**src/hdl/compare_timer_pwm_defines.vh**
```
`ifndef COMPARE_TIMER_PWM_DEFINES_VH
`define COMPARE_TIMER_PWM_DEFINES_VH

// Count clock and PWM rate
`define CLK_HZ 250000000
`define PWM_HZ 16000
// Period compare value, count clock over PWM rate, halved
`define PERIOD_RESET 7812
`define CNT_W 16

// Register byte addresses
`define REG_CTRL 12'h000
`define REG_PERIOD0 12'h004
`define REG_PERIOD1 12'h008
`define REG_OUT_EN 12'h00C
`define REG_INIT_LVL 12'h010
`define REG_ACT_LVL 12'h014
`define REG_TRIP_LVL 12'h018
`define REG_DEADBAND 12'h01C
`define REG_STATUS 12'h020
`define REG_CMP_BASE 12'h040
`define REG_CMP_LAST 12'h08C

// Control fields
`define CTRL_RUN 0
`define CTRL_TRIP 1

// Channel counts
`define NUM_CH 20
`define NUM_OUT 18
`define T0_CH 12

`endif

```
**src/hdl/compare_timer_pwm.v**
```verilog
`include "compare_timer_pwm_defines.vh"
module compare_timer_pwm #(
	parameter CNT_W = `CNT_W,
	parameter IRQ_SRC_INDEX = 12
) (
	// Clock and reset
	input wire sys_clk,
	input wire arst_n,
	// APB slave
	input wire psel,
	input wire penable,
	input wire pwrite,
	input wire [11:0] paddr,
	input wire [31:0] pwdata,
	output wire pready,
	output reg [31:0] prdata,
	output wire pslverr,
	// External timer sync and trip
	input wire pwmTimerSyncOut,
	input wire tripIn,
	// Phase outputs: A high, A low, B high, B low, C high, C low
	output wire [5:0] axis4Phase,
	output wire [5:0] axis5Phase,
	output wire [5:0] axis6Phase,
	// Filter triggers and period requests
	output reg [1:0] sampleTrigger_r,
	output reg [1:0] periodIrq_r
);

	////////////////////////////////////////////////////////////////
	// Register file
	reg [1:0] ctrl_r;
	reg [CNT_W-1:0] period0_r;
	reg [CNT_W-1:0] period1_r;
	reg [`NUM_OUT-1:0] outEn_r;
	reg [`NUM_OUT-1:0] initLvl_r;
	reg [`NUM_OUT-1:0] actLvl_r;
	reg [`NUM_OUT-1:0] tripLvl_r;
	reg [15:0] deadBand_r;
	reg [CNT_W-1:0] cnt0_r;
	reg [CNT_W-1:0] cnt1_r;
	reg [CNT_W-1:0] shadowRd;
	reg [`NUM_OUT-1:0] pinLvl_r;
	wire [CNT_W-1:0] shadowVal [0:`NUM_CH-1];
	wire [`NUM_OUT-1:0] pinNxt;
	wire [`NUM_CH-1:0] chMatch;
	wire access;
	wire wrEn;
	wire cmpHit;
	wire mapped;
	wire [4:0] cmpIdx;
	wire [11:0] cmpOff;
	wire clear0;
	wire clear1;
	wire wrap0;
	wire wrap1;
	wire tripAct;
	wire [`NUM_OUT-1:0] legOn;
	wire [`NUM_OUT-1:0] legPend;
	reg [31:0] rdData_nxt;
	localparam [CNT_W-1:0] PERIOD_INIT = `PERIOD_RESET;
	integer k;

	assign access = psel & penable;
	assign wrEn = access & pwrite;
	assign pready = 1'b1;
	assign cmpOff = paddr - `REG_CMP_BASE;
	assign cmpIdx = cmpOff[6:2];
	assign cmpHit = (paddr >= `REG_CMP_BASE) && (paddr <= `REG_CMP_LAST) && (paddr[1:0] == 2'h0);
	assign mapped = cmpHit || (paddr <= `REG_STATUS && paddr[1:0] == 2'h0);
	assign pslverr = access & ~mapped;

	always @(posedge sys_clk or negedge arst_n) begin
		if (!arst_n) begin
			ctrl_r <= 2'h0;
			period0_r <= PERIOD_INIT;
			period1_r <= PERIOD_INIT;
			outEn_r <= {`NUM_OUT{1'b0}};
			initLvl_r <= {`NUM_OUT{1'b0}};
			actLvl_r <= {`NUM_OUT{1'b1}};
			tripLvl_r <= {`NUM_OUT{1'b0}};
			deadBand_r <= 16'h0000;
		end else if (wrEn) begin
			case (paddr)
				`REG_CTRL: ctrl_r <= pwdata[1:0];
				`REG_PERIOD0: period0_r <= pwdata[CNT_W-1:0];
				`REG_PERIOD1: period1_r <= pwdata[CNT_W-1:0];
				`REG_OUT_EN: outEn_r <= pwdata[`NUM_OUT-1:0];
				`REG_INIT_LVL: initLvl_r <= pwdata[`NUM_OUT-1:0];
				`REG_ACT_LVL: actLvl_r <= pwdata[`NUM_OUT-1:0];
				`REG_TRIP_LVL: tripLvl_r <= pwdata[`NUM_OUT-1:0];
				`REG_DEADBAND: deadBand_r <= pwdata[15:0];
				default: ctrl_r <= ctrl_r;
			endcase
		end
	end

	always @* begin
		shadowRd = {CNT_W{1'b0}};
		for (k = 0; k < `NUM_CH; k = k + 1) begin
			if (cmpIdx == k[4:0])
				shadowRd = shadowVal[k];
		end
	end

	always @* begin
		rdData_nxt = 32'h0000_0000;
		if (cmpHit) begin
			rdData_nxt[CNT_W-1:0] = shadowRd;
		end else begin
			case (paddr)
				`REG_CTRL: rdData_nxt[1:0] = ctrl_r;
				`REG_PERIOD0: rdData_nxt[CNT_W-1:0] = period0_r;
				`REG_PERIOD1: rdData_nxt[CNT_W-1:0] = period1_r;
				`REG_OUT_EN: rdData_nxt[`NUM_OUT-1:0] = outEn_r;
				`REG_INIT_LVL: rdData_nxt[`NUM_OUT-1:0] = initLvl_r;
				`REG_ACT_LVL: rdData_nxt[`NUM_OUT-1:0] = actLvl_r;
				`REG_TRIP_LVL: rdData_nxt[`NUM_OUT-1:0] = tripLvl_r;
				`REG_DEADBAND: rdData_nxt[15:0] = deadBand_r;
				`REG_STATUS: rdData_nxt = {cnt1_r, cnt0_r};
				default: rdData_nxt = 32'h0000_0000;
			endcase
		end
	end

	////////////////////////////////////////////////////////////////
	// Read path
	// Captured in the setup cycle, so the access cycle sees a flop, not a mux
	// Limitation: status is a snapshot taken one cycle before the access edge
	always @(posedge sys_clk or negedge arst_n) begin
		if (!arst_n) begin
			prdata <= 32'h0000_0000;
		end else if (psel && !penable && !pwrite) begin
			prdata <= rdData_nxt;
		end
	end

	////////////////////////////////////////////////////////////////
	// Cycle counters
	// Match at the period value: counter spans period plus one counts
	assign wrap0 = (cnt0_r == period0_r);
	assign wrap1 = (cnt1_r == period1_r);
	assign clear0 = ctrl_r[`CTRL_RUN] & (wrap0 | pwmTimerSyncOut);
	assign clear1 = ctrl_r[`CTRL_RUN] & (wrap1 | pwmTimerSyncOut);
	assign tripAct = tripIn | ctrl_r[`CTRL_TRIP];

	always @(posedge sys_clk or negedge arst_n) begin
		if (!arst_n) begin
			cnt0_r <= {CNT_W{1'b0}};
			cnt1_r <= {CNT_W{1'b0}};
			periodIrq_r <= 2'h0;
		end else begin
			// One count per clock, no prescale, to stay aligned
			if (clear0)
				cnt0_r <= {CNT_W{1'b0}};
			else if (ctrl_r[`CTRL_RUN])
				cnt0_r <= cnt0_r + 1'b1;
			if (clear1)
				cnt1_r <= {CNT_W{1'b0}};
			else if (ctrl_r[`CTRL_RUN])
				cnt1_r <= cnt1_r + 1'b1;
			periodIrq_r <= {ctrl_r[`CTRL_RUN] & wrap1, ctrl_r[`CTRL_RUN] & wrap0};
		end
	end

	////////////////////////////////////////////////////////////////
	// Compare channels: 0..11 on timer 0, 12..19 on timer 1
	genvar g;
	generate
		for (g = 0; g < `NUM_CH; g = g + 1) begin : chan
			reg [CNT_W-1:0] shadow_r;
			reg [CNT_W-1:0] active_r;
			wire onT0;
			wire clr;
			wire [CNT_W-1:0] cnt;
			localparam [4:0] CH_IDX = g;
			assign onT0 = (g < `T0_CH);
			assign clr = onT0 ? clear0 : clear1;
			assign cnt = onT0 ? cnt0_r : cnt1_r;
			assign shadowVal[g] = shadow_r;
			// Active value hit while running and not at the clearing count
			assign chMatch[g] = ctrl_r[`CTRL_RUN] & ~clr & (cnt == active_r);
			always @(posedge sys_clk or negedge arst_n) begin
				if (!arst_n) begin
					shadow_r <= {CNT_W{1'b0}};
					active_r <= {CNT_W{1'b0}};
				end else begin
					if (wrEn && cmpHit && cmpIdx == CH_IDX)
						shadow_r <= pwdata[CNT_W-1:0];
					if (clr)
						active_r <= shadow_r;
				end
			end
			if (g < `NUM_OUT) begin : outp
				reg pend_r;
				reg on_r;
				reg [15:0] dly_r;
				wire partnerBusy;
				// Assert only after the dead-band has run out
				always @(posedge sys_clk or negedge arst_n) begin
					if (!arst_n) begin
						pend_r <= 1'b0;
						on_r <= 1'b0;
						dly_r <= 16'h0000;
					end else if (clr || !outEn_r[g]) begin
						pend_r <= 1'b0;
						on_r <= 1'b0;
						dly_r <= 16'h0000;
					end else if (chMatch[g] && !on_r) begin
						pend_r <= 1'b1;
						dly_r <= deadBand_r;
					end else if (pend_r) begin
						if (partnerBusy) begin
							// Other switch of the leg conducts, or for a low side is pending: restart dead time
							dly_r <= deadBand_r;
						end else if (dly_r == 16'h0000) begin
							pend_r <= 1'b0;
							on_r <= 1'b1;
						end else begin
							dly_r <= dly_r - 16'h0001;
						end
					end
				end
				assign legOn[g] = on_r;
				assign legPend[g] = pend_r;
				// Low side yields to a pending high side, so a shared match cannot short a leg
				if (g % 2 == 1) begin : lowSide
					assign partnerBusy = legOn[g ^ 1] | legPend[g ^ 1];
				end else begin : highSide
					assign partnerBusy = legOn[g ^ 1];
				end
				// Disabled outputs sit at the initial level
				assign pinNxt[g] = !outEn_r[g] ? initLvl_r[g] :
					tripAct ? tripLvl_r[g] :
					on_r ? actLvl_r[g] : initLvl_r[g];
			end
		end
	endgenerate

	////////////////////////////////////////////////////////////////
	// Pins and filter triggers
	always @(posedge sys_clk or negedge arst_n) begin
		if (!arst_n) begin
			pinLvl_r <= {`NUM_OUT{1'b0}};
			sampleTrigger_r <= 2'h0;
		end else begin
			pinLvl_r <= pinNxt;
			sampleTrigger_r <= chMatch[19:18];
		end
	end

	assign axis6Phase = pinLvl_r[5:0];
	assign axis5Phase = pinLvl_r[11:6];
	assign axis4Phase = pinLvl_r[17:12];

endmodule

```
**config.mk**
```make
export PLATFORM = sky130hd
export DESIGN_NAME = compare_timer_pwm
export DESIGN_NICKNAME = d
export VERILOG_FILES = /design/src/hdl/compare_timer_pwm.v
export VERILOG_INCLUDE_DIRS = /design/src /design/src/hdl
export SDC_FILE = /design/constraint.sdc
export NUM_CORES = 2
export LEC_CHECK = 0
export BUFFER_PORTS_ARGS = -buffer_cell sky130_fd_sc_hd__buf_2
export CAP_MARGIN = 20
export CORE_UTILIZATION = 55
export DETAILED_ROUTE_END_ITERATION = 16
export GPL_TIMING_DRIVEN = 0
export PLACE_DENSITY = 0.74
export SLEW_MARGIN = 20
export SYNTH_ARGS = -nofsm -noshare
export SYNTH_HDL_FRONTEND = slang
export SYNTH_SLANG_ARGS = --single-unit
```
**constraint.sdc**
```tcl
create_clock -name sys_clk -period 2.9 [get_ports sys_clk]
set_input_delay 0 -clock sys_clk [delete_from_list [all_inputs] [get_ports sys_clk]]
set_output_delay 0 -clock sys_clk [all_outputs]
set_load 0.05 [all_outputs]
```
==> flow_metrics.py <==
metrics = {
    "run_status": {
        "status": "finished, violations left",
        "failed_checks": "setup timing",
    },
    "sta": {
        "report.final.slew_viol_count": 0,
        "post-route-period-util": 1.080,
        "tightest_slew_ps": 1362,
        "slew_headroom": 0.09202,
        "finalWorstSetupSlack_ps": -231.2,
        "finalSetupTns_ps": -14450,
        "fin_crit_ps": 3131,
        "holdWs_ps": 51.47,
        "clock_skew_ps": 35.89,
        "clock.fmax_mhz": 319.4,
        "rsz0062_at_grt": "true",
        "setup_violations": 269,
        "hold_violations": 0,
    },
    "worst_setup_path": {
        "crit_required_ps": 3540,
        "r2r_setup_slack_ps": -230,
        "worstPathMaxFanout": 5,
        "r2r-start": "chan[0].cnt[13]",
        "critPathKind": "reg2reg",
        "startpoint": "chan[0].cnt[13]",
        "crit_end": "chan[11].outp.dly_r[5]",
        "cp-end-kind": "flip-flop",
        "r2r_end": "chan[11].outp.dly_r[5]",
        "arrival_ps": 3770,
        "r2r.worst_path.cells": 13,
        "start_kind": "flip-flop",
    },
    "detailed_routing": {
        "wl_um": 261700,
        "ant_nets": 0,
        "num_vias": 57108,
        "viasPerCell": 6.713,
        "first_pass_iters": 9,
        "first_iter_violations": 8186,
        "wl_per_cell_um": 30.76,
        "route.detailed.drc": 0,
    },
    "floorplanning": {
        "die_height_um": 334.7,
        "die-area_um2": 112000,
        "core_um2": 109300,
        "fp.dieW_um": 334.7,
        "io-pin-count": 107,
        "start_util": 0.5570,
        "rows": 121,
    },
    "placement": {
        "globalplace.congestion": 1.026,
        "preCtsSetupSlack_ps": -1816,
        "port_buffers": 88,
        "dp_hpwl_um": 178100,
        "placed_cell_area_um2": 63580,
    },
    "power": {
        "power_frac_clock": 0.492,
        "powerDensity_nw_per_um2": 473.6,
        "swShare": 0.2463,
        "power_frac_comb": 0.045,
        "internal-power_mw": 26.83,
        "p_leak_nw": 36.67,
        "ir_drop_mv": 0.5986,
        "switching_power_mw": 8.767,
        "seq_power_share": 0.463,
    },
    "clocking": {
        "clockBufferDepth": 3,
        "insertion_delay_ps": 800,
        "clk_pin_slew_ps": 60,
        "cts-root-buf": "clkbuf_16",
        "cts_tree": "built",
        "numCtsBuffers": 132,
        "ctsHtreeMaxLevel": 4,
        "clock_sinks": 1172,
    },
    "yosys": {
        "yosys.area.top_type": "dfrtp_1",
        "synth.top_cell.area_share": 0.4694,
        "netlist_area_um2": 60890,
        "avgSynthCellArea_um2": 9.531,
        "synthDistinctLibCells": 100,
        "synth_seq_area_share": 0.4823,
        "synth_top_family_by_area": "simple AND/OR/NAND/NOR gates",
        "syn_inst": 6388,
        "yosys.area_share.xor_xnor": 0.05452,
        "synth.net_count": 6459,
        "synth_compound_area_frac": 0.1401,
        "synth_flop_cell": "dfrtp_1",
        "synth_seq_cells": 1172,
        "yosysWarnings": 0,
        "synth_edf_count": 0,
        "synth_simple_gate_area_share": 0.1784,
        "synthArstFlopShare": 1.000,
        "synth_top_cells_by_area": "dfrtp_1 (47%), mux2_2 (8.3%), nand2_1 (7.7%)",
        "muxShareOfSynthArea": 0.1024,
        "synthAdderAreaFrac": 0.004110,
    },
    "global_route": {
        "grt_pass1_wl_um": 368500,
        "first_global_vias": 53044,
        "grt_use_total": 0.4548,
        "grt_max_degree": 139,
        "grt_antenna_before_repair": 10,
        "overflow": 0,
    },
    "flow_run": {
        "cap_violations": 0,
    },
    "worst_hold_path": {
        "min_path_type": "in2reg",
    },
    "cells_and_area": {
        "drive_above_1_share": 0.2642,
        "stdcell_area_um2": 75170,
        "final_nets": 6987,
        "area_delta_synth_final_pct": 23.46,
        "n_fill_cell": 8195,
    },
}
## cells in the final DEF (no fill, tap or decap), drive strengths merged, types with 20 or more instances in the layout
| cell type | count |
|---|---|
| a21oi | 304 |
| a22o | 50 |
| a22oi | 30 |
| a31oi | 30 |
| a32o | 36 |
| and2 | 23 |
| and3 | 22 |
| buf | 571 |
| clkbuf | 428 |
| clkinv | 32 |
| dfrtp | 1142 |
| dfstp | 30 |
| ha | 20 |
| inv | 134 |
| mux2 | 451 |
| mux2i | 93 |
| nand2 | 1246 |
| nand2b | 28 |
| nand3 | 93 |
| nand4 | 87 |
| nor2 | 364 |
| nor2b | 43 |
| nor3 | 230 |
| nor4 | 101 |
| o21ai | 360 |
| o22ai | 85 |
| o2bb2ai | 133 |
| o31ai | 25 |
| o41ai | 22 |
| or2 | 25 |
| or3 | 65 |
| or4 | 27 |
| xnor2 | 252 |
| xor2 | 127 |
## worst min-delay path by stage
stage | startpoint | endpoint | slack [ps] | depth (start not counted)
floorplan | arst_n | chan[0].active_r[0] | -300 | 0
global placement | pwdata[17] | tripLvl_r[17] | 280 | 2
detailed placement | arst_n | chan[3].outp.dly_r[8] | 110 | 2
CTS | paddr[0] | deadBand_r[4] | 2 | 5
global route | pwrite | deadBand_r[5] | 40 | 4
finish | pwrite | deadBand_r[5] | 50 | 4
## final cells by class
type,count,area [um^2],share of cell area
antenna,13,32.53,0.0004328
buffer,406,2990,0.03978
clock buffer,186,3860,0.05135
clock inverter,50,575.6,0.007657
inverter,133,510.5,0.006791
multi-input combinational,4643,32060,0.4266
sequential,1172,29380,0.3908
tap,1476,1847,0.02457
timing repair buffer,428,3914,0.05207
## through the flow
stage / total power [mW] / utilization / instances
after global placement: 18.20 / 0.5780 / 7952
after global routing: 36.16 / 0.6874 / 8494
after CTS: 35.36 / 0.6584 / 8364
after detailed placement: 18.23 / 0.5817 / 7965
final: 35.60 / 0.6877 / 8507
after floorplan: 17.26 / - / 6388
## cells by family (layout without fill, tap and decap cells)
family                     Yosys count  count (layout)
adders and majority gates           20              20
AOI/OAI and AO/OA                 1277            1277
and+or+nand+nor                   2412            2412
buffers and inverters              573            1203
other                                1              14
muxes                              554             554
xor gates and xnor gates           379             379
DFF                               1172            1172
## critical path, cell delays in order, from the launching register on
cell and delay, ps:
dfrtp_1 390, buf_12 150, xnor2_1 230, nand4_1 160, o41a_1 600, buf_8 210, buf_4 130, buf_12 140
a41oi_4 240, buf_6 160, buf_6 100, buf_8 110, mux2i_1 230, o32ai_2 120
## power groups by stage
stage	logic (mW)	registers, mW	clock network (mW)
2_1_floorplan	0.405	16.9	0
3_3_place_gp	1.42	16.8	0
3_5_place_dp	1.48	16.8	0
4_1_cts	1.53	16.5	17.4
5_1_grt	1.65	16.5	18.0
6_report	1.62	16.5	17.5
## repair_timing
| action | in CTS | in global routing |
|---|---|---|
| resized for setup | 655 | 610 |
| gates cloned | 8 | 15 |
| hold endpoints to repair | 551 | 0 |
| buffers inserted | 156 | 134 |
| pin swaps | 94 | 194 |
| hold buffers | 19 | 0 |
| setup endpoints to repair | 885 | 737 |
## metal layers
metal | part of all wire | wire [um] | vias to the layer above | global-route usage
met4 | 0.080 | 21030 | 16 | 0.2952
met1 | 0.37 | 97750 | 28284 | 0.5929
met2 | 0.42 | 109600 | 4016 | 0.6500
met3 | 0.13 | 33160 | 1091 | 0.1468
met5 | 0.00069 | 181 | - | 0.002605
li1 | - | - | 23701 | -
## registers in the layout, indices dropped and copies added (netlist names)
| signal | flops |
|---|---|
| actLvl_r | 18 |
| chan.active_r | 320 |
| chan.cnt | 32 |
| chan.outp.dly_r | 288 |
| chan.outp.on_r | 9 |
| chan.outp.partnerBusy | 9 |
| chan.outp.pend_r | 18 |
| chan.shadow_r | 320 |
| ctrl_r | 2 |
| deadBand_r | 16 |
| initLvl_r | 18 |
| outEn_r | 18 |
| period0_r | 16 |
| period1_r | 16 |
| periodIrq_r | 2 |
| pinLvl_r | 18 |
| prdata | 32 |
| sampleTrigger_r | 2 |
| tripLvl_r | 18 |
## cells in the mapped netlist, types with 109 or more instances
master     count
xnor2_1      252
nand2_1     1245
nor3_1       227
inv_1        127
dfrtp_1     1142
a21oi_1      304
nor2_1       364
clkbuf_1     294
buf_2        109
o2bb2ai_1    132
xor2_1       127
o21ai_0      327
mux2_2       451
(Power assumes the default switching activity.)
